**src/rtl/dph_pkg.sv**
```systemverilog
`default_nettype none
package dph_pkg;
    // Packed pin vector layout, shared by the synchroniser and the core
    localparam int unsigned PIN_W     = 14;
    localparam int unsigned DATA_W    = 8;
    localparam int unsigned BIT_DATA  = 0;
    localparam int unsigned BIT_CMDD  = 8;
    localparam int unsigned BIT_RD_E  = 9;
    localparam int unsigned BIT_WR_RW = 10;
    localparam int unsigned BIT_CS_LN = 11;
    localparam int unsigned BIT_CS_H  = 12;
    localparam int unsigned BIT_STYLE = 13;

    // Idle pin levels: strobes high, low-active select deasserted
    localparam logic [PIN_W-1:0] PIN_RST = 14'h0E00;

    // Host style encoding on the select pin
    localparam logic STYLE_68 = 1'b1;

    // Cycles after reset before the style pin is taken
    localparam int unsigned  LOCK_W   = 3;
    localparam logic [LOCK_W-1:0] LOCK_CNT = 3'h6;
endpackage : dph_pkg
`default_nettype wire

```
**src/rtl/dph_pin_if.sv**
```systemverilog
`timescale 1ns/10ps
`default_nettype none
interface dph_pin_if
    import dph_pkg::*;
();
    logic [PIN_W-1:0] raw;
    logic [PIN_W-1:0] filt;

    modport sync (input raw, output filt);
    modport core (output raw, input filt);
endinterface : dph_pin_if
`default_nettype wire

```
**src/rtl/dph_host_port.sv**
```systemverilog
`timescale 1ns/10ps
`default_nettype none
module dph_host_port
    import dph_pkg::*;
(
    // Clock and reset
    input  wire logic              CLK_SYS_I,
    input  wire logic              ARST_N_I,
    // Host bus pins
    input  wire logic              HOST_STYLE_SELECT_I,
    input  wire logic              CHIP_SELECT_LOW_ACTIVE_N_I,
    input  wire logic              CHIP_SELECT_HIGH_ACTIVE_I,
    input  wire logic              RD_E_I,
    input  wire logic              WR_RW_I,
    input  wire logic              CMD_DATA_SEL_I,
    input  wire logic [DATA_W-1:0] DATA_I,
    output logic      [DATA_W-1:0] DATA_O,
    output logic                   DATA_OE_O,
    // Write side towards the driver core
    output logic                   WR_STB_O,
    output logic      [DATA_W-1:0] WR_DATA_O,
    output logic                   WR_IS_DATA_O,
    // Read side towards the driver core
    output logic                   RD_REQ_O,
    output logic                   RD_IS_DATA_O,
    input  wire logic [DATA_W-1:0] RD_DATA_I,
    // Status
    output logic                   STYLE_68_O,
    output logic                   READY_O
);
    typedef struct packed {
        logic              style;
        logic              locked;
        logic [LOCK_W-1:0] cnt;
        logic              wr_prev;
        logic              rd_prev;
        logic              wr_stb;
        logic [DATA_W-1:0] wr_data;
        logic              wr_is_data;
        logic              rd_req;
        logic              rd_is_data;
        logic [DATA_W-1:0] dout;
        logic              oe;
    } dph_core_t;

    dph_core_t         st;
    dph_core_t         next_st;
    dph_pin_if         pins ();

    logic              sel;
    logic              rd_e;
    logic              wr_rw;
    logic              cmdd;
    logic [DATA_W-1:0] din;
    logic              rd_act;
    logic              wr_act;

    assign pins.raw = {HOST_STYLE_SELECT_I,
                       CHIP_SELECT_HIGH_ACTIVE_I,
                       CHIP_SELECT_LOW_ACTIVE_N_I,
                       WR_RW_I,
                       RD_E_I,
                       CMD_DATA_SEL_I,
                       DATA_I};

    dph_sync u_sync (
        .clk_i     (CLK_SYS_I),
        .arst_n_i  (ARST_N_I),
        .pins      (pins)
    );

    assign rd_e  = pins.filt[BIT_RD_E];
    assign wr_rw = pins.filt[BIT_WR_RW];
    assign cmdd  = pins.filt[BIT_CMDD];
    assign din   = pins.filt[BIT_DATA +: DATA_W];
    // Both chip selects must agree before anything is seen
    assign sel   = ~pins.filt[BIT_CS_LN] & pins.filt[BIT_CS_H];

    // Strobe decode per host style
    always_comb begin
        rd_act = 1'b0;
        wr_act = 1'b0;
        if (st.locked && sel) begin
            if (st.style == STYLE_68) begin
                rd_act = rd_e & wr_rw;
                wr_act = rd_e & ~wr_rw;
            end else begin
                rd_act = ~rd_e;
                wr_act = ~wr_rw;
            end
        end
    end

    always_comb begin
        next_st         = st;
        next_st.wr_stb  = 1'b0;
        next_st.rd_req  = 1'b0;
        next_st.wr_prev = wr_act;
        next_st.rd_prev = rd_act;
        // Style pin is taken once after the synchroniser has settled
        if (!st.locked) begin
            next_st.cnt = st.cnt + LOCK_W'(1);
            if (st.cnt == LOCK_CNT) begin
                next_st.locked = 1'b1;
                next_st.style  = pins.filt[BIT_STYLE];
            end
        end
        // Capture on the leading edge of the write phase
        if (wr_act && !st.wr_prev) begin
            next_st.wr_stb     = 1'b1;
            next_st.wr_data    = din;
            next_st.wr_is_data = cmdd;
        end
        if (rd_act && !st.rd_prev) begin
            next_st.rd_req     = 1'b1;
            next_st.rd_is_data = cmdd;
        end
        // Bus is driven for the whole read phase
        next_st.oe = rd_act;
        if (rd_act) begin
            next_st.dout = RD_DATA_I;
        end
    end

    always_ff @(posedge CLK_SYS_I or negedge ARST_N_I) begin
        if (!ARST_N_I) begin
            st <= '0;
        end else begin
            st <= next_st;
        end
    end

    assign DATA_O       = st.dout;
    assign DATA_OE_O    = st.oe;
    assign WR_STB_O     = st.wr_stb;
    assign WR_DATA_O    = st.wr_data;
    assign WR_IS_DATA_O = st.wr_is_data;
    assign RD_REQ_O     = st.rd_req;
    assign RD_IS_DATA_O = st.rd_is_data;
    assign STYLE_68_O   = st.style;
    assign READY_O      = st.locked;

    AST_OE_80: assert property (
        @(posedge CLK_SYS_I) disable iff (!ARST_N_I)
        (st.locked && st.style != STYLE_68 && sel && !rd_e)
        |=> DATA_OE_O)
        else $error("read low did not drive the bus");

    AST_WR_80: assert property (
        @(posedge CLK_SYS_I) disable iff (!ARST_N_I)
        (st.locked && st.style != STYLE_68 && sel && !wr_rw && !st.wr_prev)
        |=> (WR_STB_O && WR_DATA_O == $past(din)))
        else $error("write fall did not capture data");

    AST_STB_ONE: assert property (
        @(posedge CLK_SYS_I) disable iff (!ARST_N_I)
        WR_STB_O && $past(wr_act) |=> !WR_STB_O || !$past(wr_act, 2))
        else $error("write strobe repeated in one phase");

    AST_E_68: assert property (
        @(posedge CLK_SYS_I) disable iff (!ARST_N_I)
        (st.locked && st.style == STYLE_68 && sel && !wr_rw && $rose(rd_e))
        |=> WR_STB_O)
        else $error("enable rise did not capture a write");

    AST_RW_68: assert property (
        @(posedge CLK_SYS_I) disable iff (!ARST_N_I)
        (st.locked && st.style == STYLE_68)
        |=> DATA_OE_O == $past(sel && rd_e && wr_rw))
        else $error("direction line did not set bus drive");

    AST_SEL: assert property (
        @(posedge CLK_SYS_I) disable iff (!ARST_N_I)
        !sel |=> (!DATA_OE_O && !WR_STB_O && !RD_REQ_O))
        else $error("activity while not selected");

    AST_STYLE: assert property (
        @(posedge CLK_SYS_I) disable iff (!ARST_N_I)
        st.locked |=> (st.locked && $stable(st.style)))
        else $error("host style changed after lock");

    AST_RDREQ_80: assert property (
        @(posedge CLK_SYS_I) disable iff (!ARST_N_I)
        (st.locked && st.style != STYLE_68 && sel && !rd_e && !st.rd_prev)
        |=> (RD_REQ_O && RD_IS_DATA_O == $past(cmdd)))
        else $error("read fall did not raise a read request");

    AST_WR_68: assert property (
        @(posedge CLK_SYS_I) disable iff (!ARST_N_I)
        (st.locked && st.style == STYLE_68 && sel && rd_e && !wr_rw
         && !st.wr_prev)
        |=> (WR_STB_O && WR_DATA_O == $past(din)
             && WR_IS_DATA_O == $past(cmdd)))
        else $error("enable phase did not capture write data");

    AST_RD_68: assert property (
        @(posedge CLK_SYS_I) disable iff (!ARST_N_I)
        (st.locked && st.style == STYLE_68 && sel && rd_e && wr_rw
         && !st.rd_prev)
        |=> (RD_REQ_O && !WR_STB_O))
        else $error("read direction did not raise a read request");

    AST_DOUT: assert property (
        @(posedge CLK_SYS_I) disable iff (!ARST_N_I)
        DATA_OE_O |-> DATA_O == $past(RD_DATA_I))
        else $error("driven bus does not carry the core byte");

    AST_RD_ONE: assert property (
        @(posedge CLK_SYS_I) disable iff (!ARST_N_I)
        RD_REQ_O |=> !RD_REQ_O)
        else $error("read request repeated in one phase");

    AST_QUIET: assert property (
        @(posedge CLK_SYS_I) disable iff (!ARST_N_I)
        !st.locked |=> (!WR_STB_O && !RD_REQ_O && !DATA_OE_O))
        else $error("activity before host style was latched");
endmodule : dph_host_port
`default_nettype wire

```
**src/rtl/dph_sync.sv**
```systemverilog
`timescale 1ns/10ps
`default_nettype none
module dph_sync
    import dph_pkg::*;
(
    // Clock and reset
    input  wire logic clk_i,
    input  wire logic arst_n_i,
    // Pin vector
    dph_pin_if.sync   pins
);
    typedef struct packed {
        logic [PIN_W-1:0] ff1;
        logic [PIN_W-1:0] ff2;
        logic [PIN_W-1:0] ff3;
        logic [PIN_W-1:0] filt;
    } dph_sync_t;

    dph_sync_t        st;
    dph_sync_t        next_st;
    logic [PIN_W-1:0] next_filt;

    // A change is taken once the second and third stages agree
    genvar g;
    generate
        for (g = 0; g < PIN_W; g++) begin : g_bit
            assign next_filt[g] = (st.ff2[g] == st.ff3[g]) ? st.ff3[g]
                                                           : st.filt[g];
        end
    endgenerate

    always_comb begin
        next_st      = st;
        next_st.ff1  = pins.raw;
        next_st.ff2  = st.ff1;
        next_st.ff3  = st.ff2;
        next_st.filt = next_filt;
    end

    always_ff @(posedge clk_i or negedge arst_n_i) begin
        if (!arst_n_i) begin
            st <= {PIN_RST, PIN_RST, PIN_RST, PIN_RST};
        end else begin
            st <= next_st;
        end
    end

    assign pins.filt = st.filt;
endmodule : dph_sync
`default_nettype wire

```
**config.mk**
```make
export PLATFORM = sky130hd
export DESIGN_NAME = dph_host_port
export DESIGN_NICKNAME = d
export VERILOG_FILES = /design/src/rtl/dph_pkg.sv /design/src/rtl/dph_pin_if.sv /design/src/rtl/dph_host_port.sv /design/src/rtl/dph_sync.sv
export SDC_FILE = /design/constraint.sdc
export NUM_CORES = 1
export LEC_CHECK = 0
export BUFFER_PORTS_ARGS = -buffer_cell sky130_fd_sc_hd__buf_2
export CAP_MARGIN = 20
export CORE_MARGIN = 1.5
export CORE_UTILIZATION = 60
export CTS_BUF_LIST = sky130_fd_sc_hd__clkbuf_8
export DETAILED_ROUTE_END_ITERATION = 8
export GPL_ROUTABILITY_DRIVEN = 1
export PLACE_DENSITY = 0.94
export RECOVER_POWER = 25
export SYNTH_ARGS = -nofsm -noshare
export SYNTH_HDL_FRONTEND = slang
export SYNTH_SLANG_ARGS = --single-unit
```
**constraint.sdc**
```tcl
create_clock -name CLK_SYS_I -period 2.8 [get_ports CLK_SYS_I]
set_input_delay 0.42 -clock CLK_SYS_I [delete_from_list [all_inputs] [get_ports CLK_SYS_I]]
set_output_delay 0.42 -clock CLK_SYS_I [all_outputs]
set_load 0.005 [all_outputs]
```
Word-level counts from Yosys, hierarchy flattened
Index checks and enable logic that the tools add are counted.
- multiplexer cells: 8
- shift operators: 0
- reduce and logical (&&, ||, !) cells: 6
- magnitude comparators: 0
- bitwise gates (word level): 7
- $mul: 0
- $add $sub $neg: 1
- divide/modulo/power cells: 0
- equal/unequal tests: 15
- operators by type and width (cell ; number):
    1-bit equality test ; 14
    10-bit 2-to-1 mux ; 1
    1-bit 2-to-1 mux ; 5
    4-bit 2-to-1 mux ; 1
    1-bit NOT ; 4
    3-bit by 1-bit adder with 3-bit output (second input constant) ; 1
    1-bit bitwise AND ; 3
    3-bit equality test (second input constant) ; 1
    1-bit logical AND ; 3
    1-bit logical NOT ; 2
    2-bit 2-to-1 mux ; 1
    2-bit AND reduction ; 1
- logic and storage cells: 65
- output and inout bits: 23
- memories kept: 0
- bits in writable memories: 0
- bits of input ports: 24
- ROM bits: 0
- register bits: 83
- latch bits: 0

Depth between registers and ports, before layout
Gate-level depths: netlist of the first run.
- depth after elaboration: 6
- gate-level depth with buffers: 5
- depth with buffers taken out: 5

Cells and area by module
Synthesis of the first run repeated with hierarchy kept, for this count alone.
- cells, all modules: 169
- area total of the unflattened synthesis: 2882.8 sq um
- modules (own cells, without submodules) (module ; area each (sq um) ; cells each ; times used ; sequential area each (sq um)):
    dph_sync ; 1679.1 ; 84 ; 1 ; 1416.4
    dph_host_port ; 1203.7 ; 85 ; 1 ; 675.6

Worst setup path after synthesis of the first run
OpenSTA, ideal clock, no wires.
- path kind: flip-flop to flip-flop
- start point: register st, in the netlist READY_O
- end point: register st, in the netlist WR_DATA_O[0]
- cell stages (with the launch flop): 5
- required time: 2.675 ns
- buffers on the path: 1
- arrival time: 1.412 ns
- clock period less this slack: 1.537 ns
- setup slack: 1.263 ns
- path through: dfrtp_1 > buf_6 > nand3b_4 > nor4_4 > mux2_2
- cells in the longest elaborated chain, start to end: 3
- RTL lines (item ; line ; source):
    start: declaration ; dph_host_port.sv:46 ; dph_core_t st;
    start signal: assignment ; dph_host_port.sv:129 ; st <= next_st;
    1-bit logical AND ; dph_host_port.sv:83 ; if (st.locked && sel) begin
    1-bit 2-to-1 mux ; dph_host_port.sv:83 ;
    1-bit logical AND ; dph_host_port.sv:109 ; if (wr_act && !st.wr_prev) begin
No other way between the ends.
A chain may end at the register's enable or synchronous reset.

Final worst setup path of the first run
- start point: register st, in the netlist READY_O
- end point: register st, in the netlist WR_DATA_O[2]
The elaborated chain is that of the path after synthesis.

==> out/qor.yml, run 1 <==
yosysSeqAreaShare_pct: 76.1
drtIter0Drc: 39
hold_slack_ns: 0.170
power_density_nw_per_um2: 845
drc_errors: 0
yosysUniqueCellTypes: 20
cp_slowest_cell: "nor4_4"
fin_setup_tns_ns: 0
dieWidth_um: 70.7
ys.warnings.count: 0
cts.sinks: 83
dp_hpwl_um: 2490
worstMarginPinSlew_ns: 1.90
crit_chain: "nand3b_4, nor4_4, mux2_2"
rows: 24
cts.htree.levels: 3
hp-start: "RD_E_I"
violations: "capacitance limit, slew limit"
fin_util_pct: 71.0
max-slew-margin-rel_pct: -26.5
cp.required_ns: 3.03
nNetsFinal: 221
r2r_end: "WR_DATA_O[2]"
gp_congestion: 0.708
area_growth_pct: 13.3
vias_per_cell: 4.90
synth.most_common_cell: "dfrtp_1"
synth_cells: 155
peakVddDrop_v: 0.000586
cp-start-kind: "flip-flop"
ys_top_cells_by_area: "dfrtp_1 65%, dfstp_2 11%, mux2_2 7.8%"
io_buffers: 46
drv_slew: 84
place_inst: 236
r2r.worst_path.cells: 3
cellLeakagePower_nw: 1.42
yosysTopAreaCellShare_pct: 64.6
critical_path_arrival_ns: 2.00
synthArstFlopShare_pct: 100
mappedNetlistArea_um2: 2750
insertedDiodeCount: 0
hold_class: "in2reg"
fin_worst_skew_ns: 0.00933
grt_antenna_before_repair: 0
clkTransAtPathRegs_ns: 0.08
finalCritPeriodShare_pct: 63.2
holdPathStages: 1
cts_made_buffers: 9
layout_min_cycle_time_ns: 1.77
reg2reg_slack_ns: 1.03
num_vias: 1235
finalSetupViolations: 0
final_area_um2: 3110
ys_ff_latch: 83
path_depth: 3
crit_family: "simple AND/OR/NAND/NOR gates"
path_class: "reg2reg"
grt_pass1_vias: 1289
ios: 47
critPathBufInv: 0
synthTopCellsByCount: "71 x dfrtp_1, 19 x mux2_2, 16 x buf_4"
insertion_delay_ns: 0.35
start_util_pct: 62.7
end_kind: "flip-flop"
cts_root_buf: "clkbuf_8"
totalWireLength_um: 3720
die_area_um2: 5000
fmax_mhz: 565
status: "finished with violations"
cts_hold_buffers: 0
overflow: 0
grt_first_pass_wirelength_um: 6270
final_antenna_net_count: 0
synth-edff-count: 0
cts.path.max_buffers: 2
post_cts_buffers: 0
max_stage_delay_ns: 0.62
drtPass1Iterations: 4
routedWlPerCell_um: 14.8
min_to: "u_sync.next_st[37]"
ctsResizeCount: 0
finalPower_mw: 2.63
fp.dieH_um: 70.7
yosysTopAreaCell: "dfrtp_1"
crit-reg2reg-launch: "READY_O"
place_ws_ns: 1.06
syn_area_per_cell_um2: 17.7
maxCapViolCount: 1
cts_tree: "built"
placed_area_um2: 2920
design.core.area_um2: 4380
drive_gt1_share_pct: 46.5
rsz0062_at_grt: "no"
grt_max_degree: 84
synthFlopType: "dfrtp_1"
grt.total_usage_pct: 17.1
syn-num-nets: 181
hold_violations: 0
crit_path_max_fanout: 10
final_cells: 252
setup_slack_ns: 1.03
==> kinds of logic (layout without fill, tap and decap cells) <==
logic type	count (synthesis)	after routing	synth area share, %
AO/OA/AOI/OAI	3	3	0.774
XOR/XNOR	2	2	0.637
adder cells (fa/ha/maj)	16	16	6.01
buffers and inverters	20	65	5.19
flip-flops	83	83	76.1
multiplexers	19	19	7.78
AND/OR/NAND/NOR	12	12	3.51
==> cell usage in the layout, fill, tap and decap left out <==
cell type / instances
and3_1: 1
buf_2: 45
bufinv_16: 1
clkbuf_2: 1
clkbuf_8: 9
clkinv_4: 1
clkinvlp_4: 4
dfrtp_1: 71
dfstp_1: 3
dfstp_2: 9
ha_1: 2
inv_1: 3
inv_6: 1
maj3_1: 14
mux2_2: 19
nand2_1: 2
nand2b_1: 2
nand3b_4: 1
nor2_1: 2
nor2b_1: 1
nor3_1: 1
nor4_4: 1
nor4bb_1: 1
o21ai_0: 2
o21bai_2: 1
xnor2_1: 2
==> metal layers <==
layer  track usage (%)  wire length, µm  up-vias
li1                  -                -      577
met1              22.5             1720      622
met3              6.41              151        5
met5                 0                0        -
met4              7.55               60        0
met2              25.8             1790       31
==> sequential cells by signal (all words and copies together) (netlist names) <==
| register | flops |
|---|---|
| WR_DATA_O | 8 |
| READY_O | 1 |
| u_sync.pins.filt | 14 |
| u_sync.st | 14 |
| st | 4 |
| DATA_OE_O | 1 |
| STYLE_68_O | 1 |
| RD_IS_DATA_O | 1 |
| WR_IS_DATA_O | 1 |
| u_sync.next_st | 28 |
| WR_STB_O | 1 |
| RD_REQ_O | 1 |
| DATA_O | 8 |
==> power breakdown <==
group / internal [mW] / leakage (nW) / switching [mW] / total [mW]
registers: 1.37 / 0.951 / 0.0884 / 1.46
logic: 0.195 / 0.381 / 0.129 / 0.324
clock network: 0.416 / 0.0881 / 0.429 / 0.845
==> worst max path at each step <==
stage / slack [ns] / startpoint / endpoint
finish: 1.03 / READY_O / WR_DATA_O[2]
global placement: 1.11 / READY_O / WR_IS_DATA_O
floorplan: 1.26 / READY_O / WR_DATA_O[0]
detailed placement: 1.06 / READY_O / WR_DATA_O[6]
global route: 0.69 / ARST_N_I / u_sync.pins.filt[12]
CTS: 1.05 / READY_O / WR_DATA_O[2]
==> final cells by class <==
| type | instances | area (µm²) |
|---|---|---|
| Fill cell | 261 | 1270 |
| Multi-Input combinational cell | 52 | 514 |
| Clock inverter | 7 | 77.6 |
| Clock buffer | 9 | 124 |
| Timing Repair Buffer | 46 | 230 |
| Tap cell | 52 | 65.1 |
| Sequential cell | 83 | 2090 |
| Inverter | 3 | 11.3 |
No activity file was read; power rests on OpenSTA's default activity.
==> run 2, diff against run 1 <==
- CORE_UTILIZATION: 60 -> 51
- PLACE_DENSITY: 0.94 -> 0.86
- clock period: 2.8 -> 1.4 ns (I/O delays scaled with it)
==> run 2 against run 1 <==
Net effect: the run ends with setup timing left; sequential cell count unchanged; worst hold slack worse by 0.052 ns; fmax is 21% higher; die area increased by 17%; clock skew up 0.0019 ns; largest cell class unchanged; highest routed layer unchanged.
==> out/qor.yml, run 2 (synthesis results as in run 1) <==
placed_area_um2: 3020  # +3.5%
multi_input_area_um2: 553  # +7.5%
cts_tree: "built"
critPathBufInv: 1  # +1
sw_frac_of_total_pct: 23.0  # -1.6 points
final_area_um2: 3420  # +9.8%
drc_errors: 0  # unchanged
cts.sinks: 83  # unchanged
final_antenna_net_count: 0  # unchanged
peakVddDrop_v: 0.00118  # +100%
grt_first_pass_wirelength_um: 7020  # +12%
design.core.area_um2: 5140  # +17%
finalSetupViolations: 17  # +17
p_clk_share_pct: 28.9  # -3.2 points
grt_pass1_vias: 1468  # +14%
drtPass1Iterations: 4  # unchanged
intPower_mw: 4.03  # +100%
num_vias: 1351  # +9.4%
area_growth_pct: 24.4
io_buffers: 46  # unchanged
grt_antenna_before_repair: 0  # unchanged
setup_slack_ns: -0.0671  # -1.10 ns
fmax_mhz: 682  # +21%
power_density_nw_per_um2: 1530  # +81%
die_area_um2: 5840  # +17%
cellLeakagePower_nw: 1.59  # +12%
path_class: "reg2reg"
grt.total_usage_pct: 16.0  # -1.1 points
nFillCells: 375  # +44%
fin_util_pct: 66.5  # -4.5 points
status: "finished with violations"
r2r_end: "WR_DATA_O[6]"
rows: 26  # +8.3%
cp.required_ns: 1.62  # -1.41 ns
cp-startpoint: "u_sync.pins.filt[9]"
p_switching_mw: 1.20  # +86%
ios: 47  # unchanged
end_kind: "flip-flop"
layout_common_cells: "71 x dfrtp_1, 45 x buf_2, 15 x dlygate4sd3_1"
finalCritPeriodShare_pct: 105  # +42 points
drive_gt1_share_pct: 46.9  # +0.40 points
hold_violations: 0  # unchanged
p_seq_share_pct: 56.0  # +0.4 points
comb_power_share_pct: 15.1  # +2.8 points
largest_reg_flops: 28  # unchanged
crit-reg2reg-launch: "u_sync.pins.filt[9]"
seq_area_um2: 2090  # unchanged
cts.path.max_buffers: 2  # unchanged
grt_max_degree: 30  # -64%
cp-start-kind: "flip-flop"
layout_min_cycle_time_ns: 1.47  # -0.302 ns
totalWireLength_um: 4080  # +9.5%
reg2reg_slack_ns: -0.07  # -1.10 ns
path_depth: 4  # +1
fp.dieH_um: 76.4  # +8.1%
max-slew-margin-rel_pct: 60.5  # +87 points
overflow: 0  # unchanged
clkTransAtPathRegs_ns: 0.08  # about the same
crit_chain: "nor2b_4, nor4_4, buf_4, mux2_2"
layout_commonest_cell: "dfrtp_1"
critical_path_arrival_ns: 1.68  # -0.32 ns
crit_path_max_fanout: 4  # -6
rsz0062_at_grt: "yes"
maxCapViolCount: 0  # -1
cp_slowest_cell: "dfstp_2"
max_stage_delay_ns: 0.60  # -0.02 ns
worstMarginPinSlew_ns: 0.592  # -1.31 ns
gp_congestion: 0.799  # +13%
routedWlPerCell_um: 13.8  # -6.8%
crit_end: "WR_DATA_O[6]"
dieWidth_um: 76.4  # +8.1%
start_util_pct: 53.5  # -9.2 points
r2r.worst_path.cells: 4  # +1
insertion_delay_ns: 0.33  # -0.02 ns
dp_hpwl_um: 2620  # +5.2%
crit_family: "flip-flops"
nNetsFinal: 247  # +12%
hold_class: "in2reg"
cts.htree.levels: 3  # unchanged
fin_worst_skew_ns: 0.0112  # +0.00188 ns
cts_root_buf: "clkbuf_8"
drv_slew: 0  # -100%
vias_per_cell: 4.56  # -6.9%
cts_made_buffers: 9  # unchanged
drtIter0Drc: 39  # unchanged
insertedDiodeCount: 0  # unchanged
violations: "setup timing"
run 2: what timing repair did:
| action | 4_1_cts | 5_1_grt |
|---|---|---|
| gates resized for setup | 9 | 3 |
| endpoints found under the setup margin | 17 | 18 |
| hold buffers | 15 | 0 |
| hold endpoints to repair | 32 | 0 |
| buffers inserted | 1 | 1 |
run 2: final cells by class:
class	count	share of cell area [%]
multi-input combinational	52	16.2
tap	70	2.56
timing repair buffer	72	14.4
inverter	3	0.329
clock inverter	4	0.512
sequential	83	61.2
clock buffer	12	4.83
run 2: metal layers:
metal | global-route usage, % | vias to the layer above | wire (µm)
li1 | - | 631 | -
met1 | 19.8 | 681 | 1800
met2 | 25.5 | 33 | 2060
met3 | 3.95 | 6 | 151
met4 | 9.44 | 0 | 63
met5 | 0 | - | 0
run 2: stage by stage:
stage | total power, mW | worst slack, ns | setup TNS, ns | std cells | hold WS [ns]
2_1_floorplan | 3.51 | -0.137 | -1.28 | 155 | -0.0856
4_1_cts | 5.27 | -0.0498 | -0.333 | 295 | 0.0937
5_1_grt | 5.50 | -0.127 | -1.69 | 296 | 0.100
3_5_place_dp | 3.67 | -0.142 | -1.28 | 263 | 0.122
3_3_place_gp | 3.62 | -0.0568 | -0.580 | 263 | 0.116
6_report | 5.23 | -0.0671 | -0.699 | 296 | 0.118
run 2: worst reg2reg max path, stage by stage (launching register included):
cell	delay, ns
dfstp_2	0.60
nor2b_4	0.07
nor4_4	0.17
buf_4	0.20
mux2_2	0.33
run 2: worst min path at each step:
stage | cells past startpoint | start | slack, ns | to
2_1_floorplan | 0 | ARST_N_I | -0.09 | DATA_OE_O
3_3_place_gp | 1 | ARST_N_I | 0.12 | u_sync.next_st[19]
3_5_place_dp | 1 | ARST_N_I | 0.12 | u_sync.pins.filt[5]
4_1_cts | 2 | RD_DATA_I[5] | 0.09 | DATA_O[5]
5_1_grt | 2 | RD_DATA_I[5] | 0.10 | DATA_O[5]
6_report | 2 | RD_DATA_I[5] | 0.12 | DATA_O[5]
run 2: power groups by stage:
stage	clock, mW	sequential, mW	combinational (mW)
detailed placement	0	2.97	0.700
floorplan	0	2.93	0.586
global route	1.66	2.97	0.869
finish	1.51	2.93	0.790
CTS	1.55	2.93	0.796
global placement	0	2.96	0.663
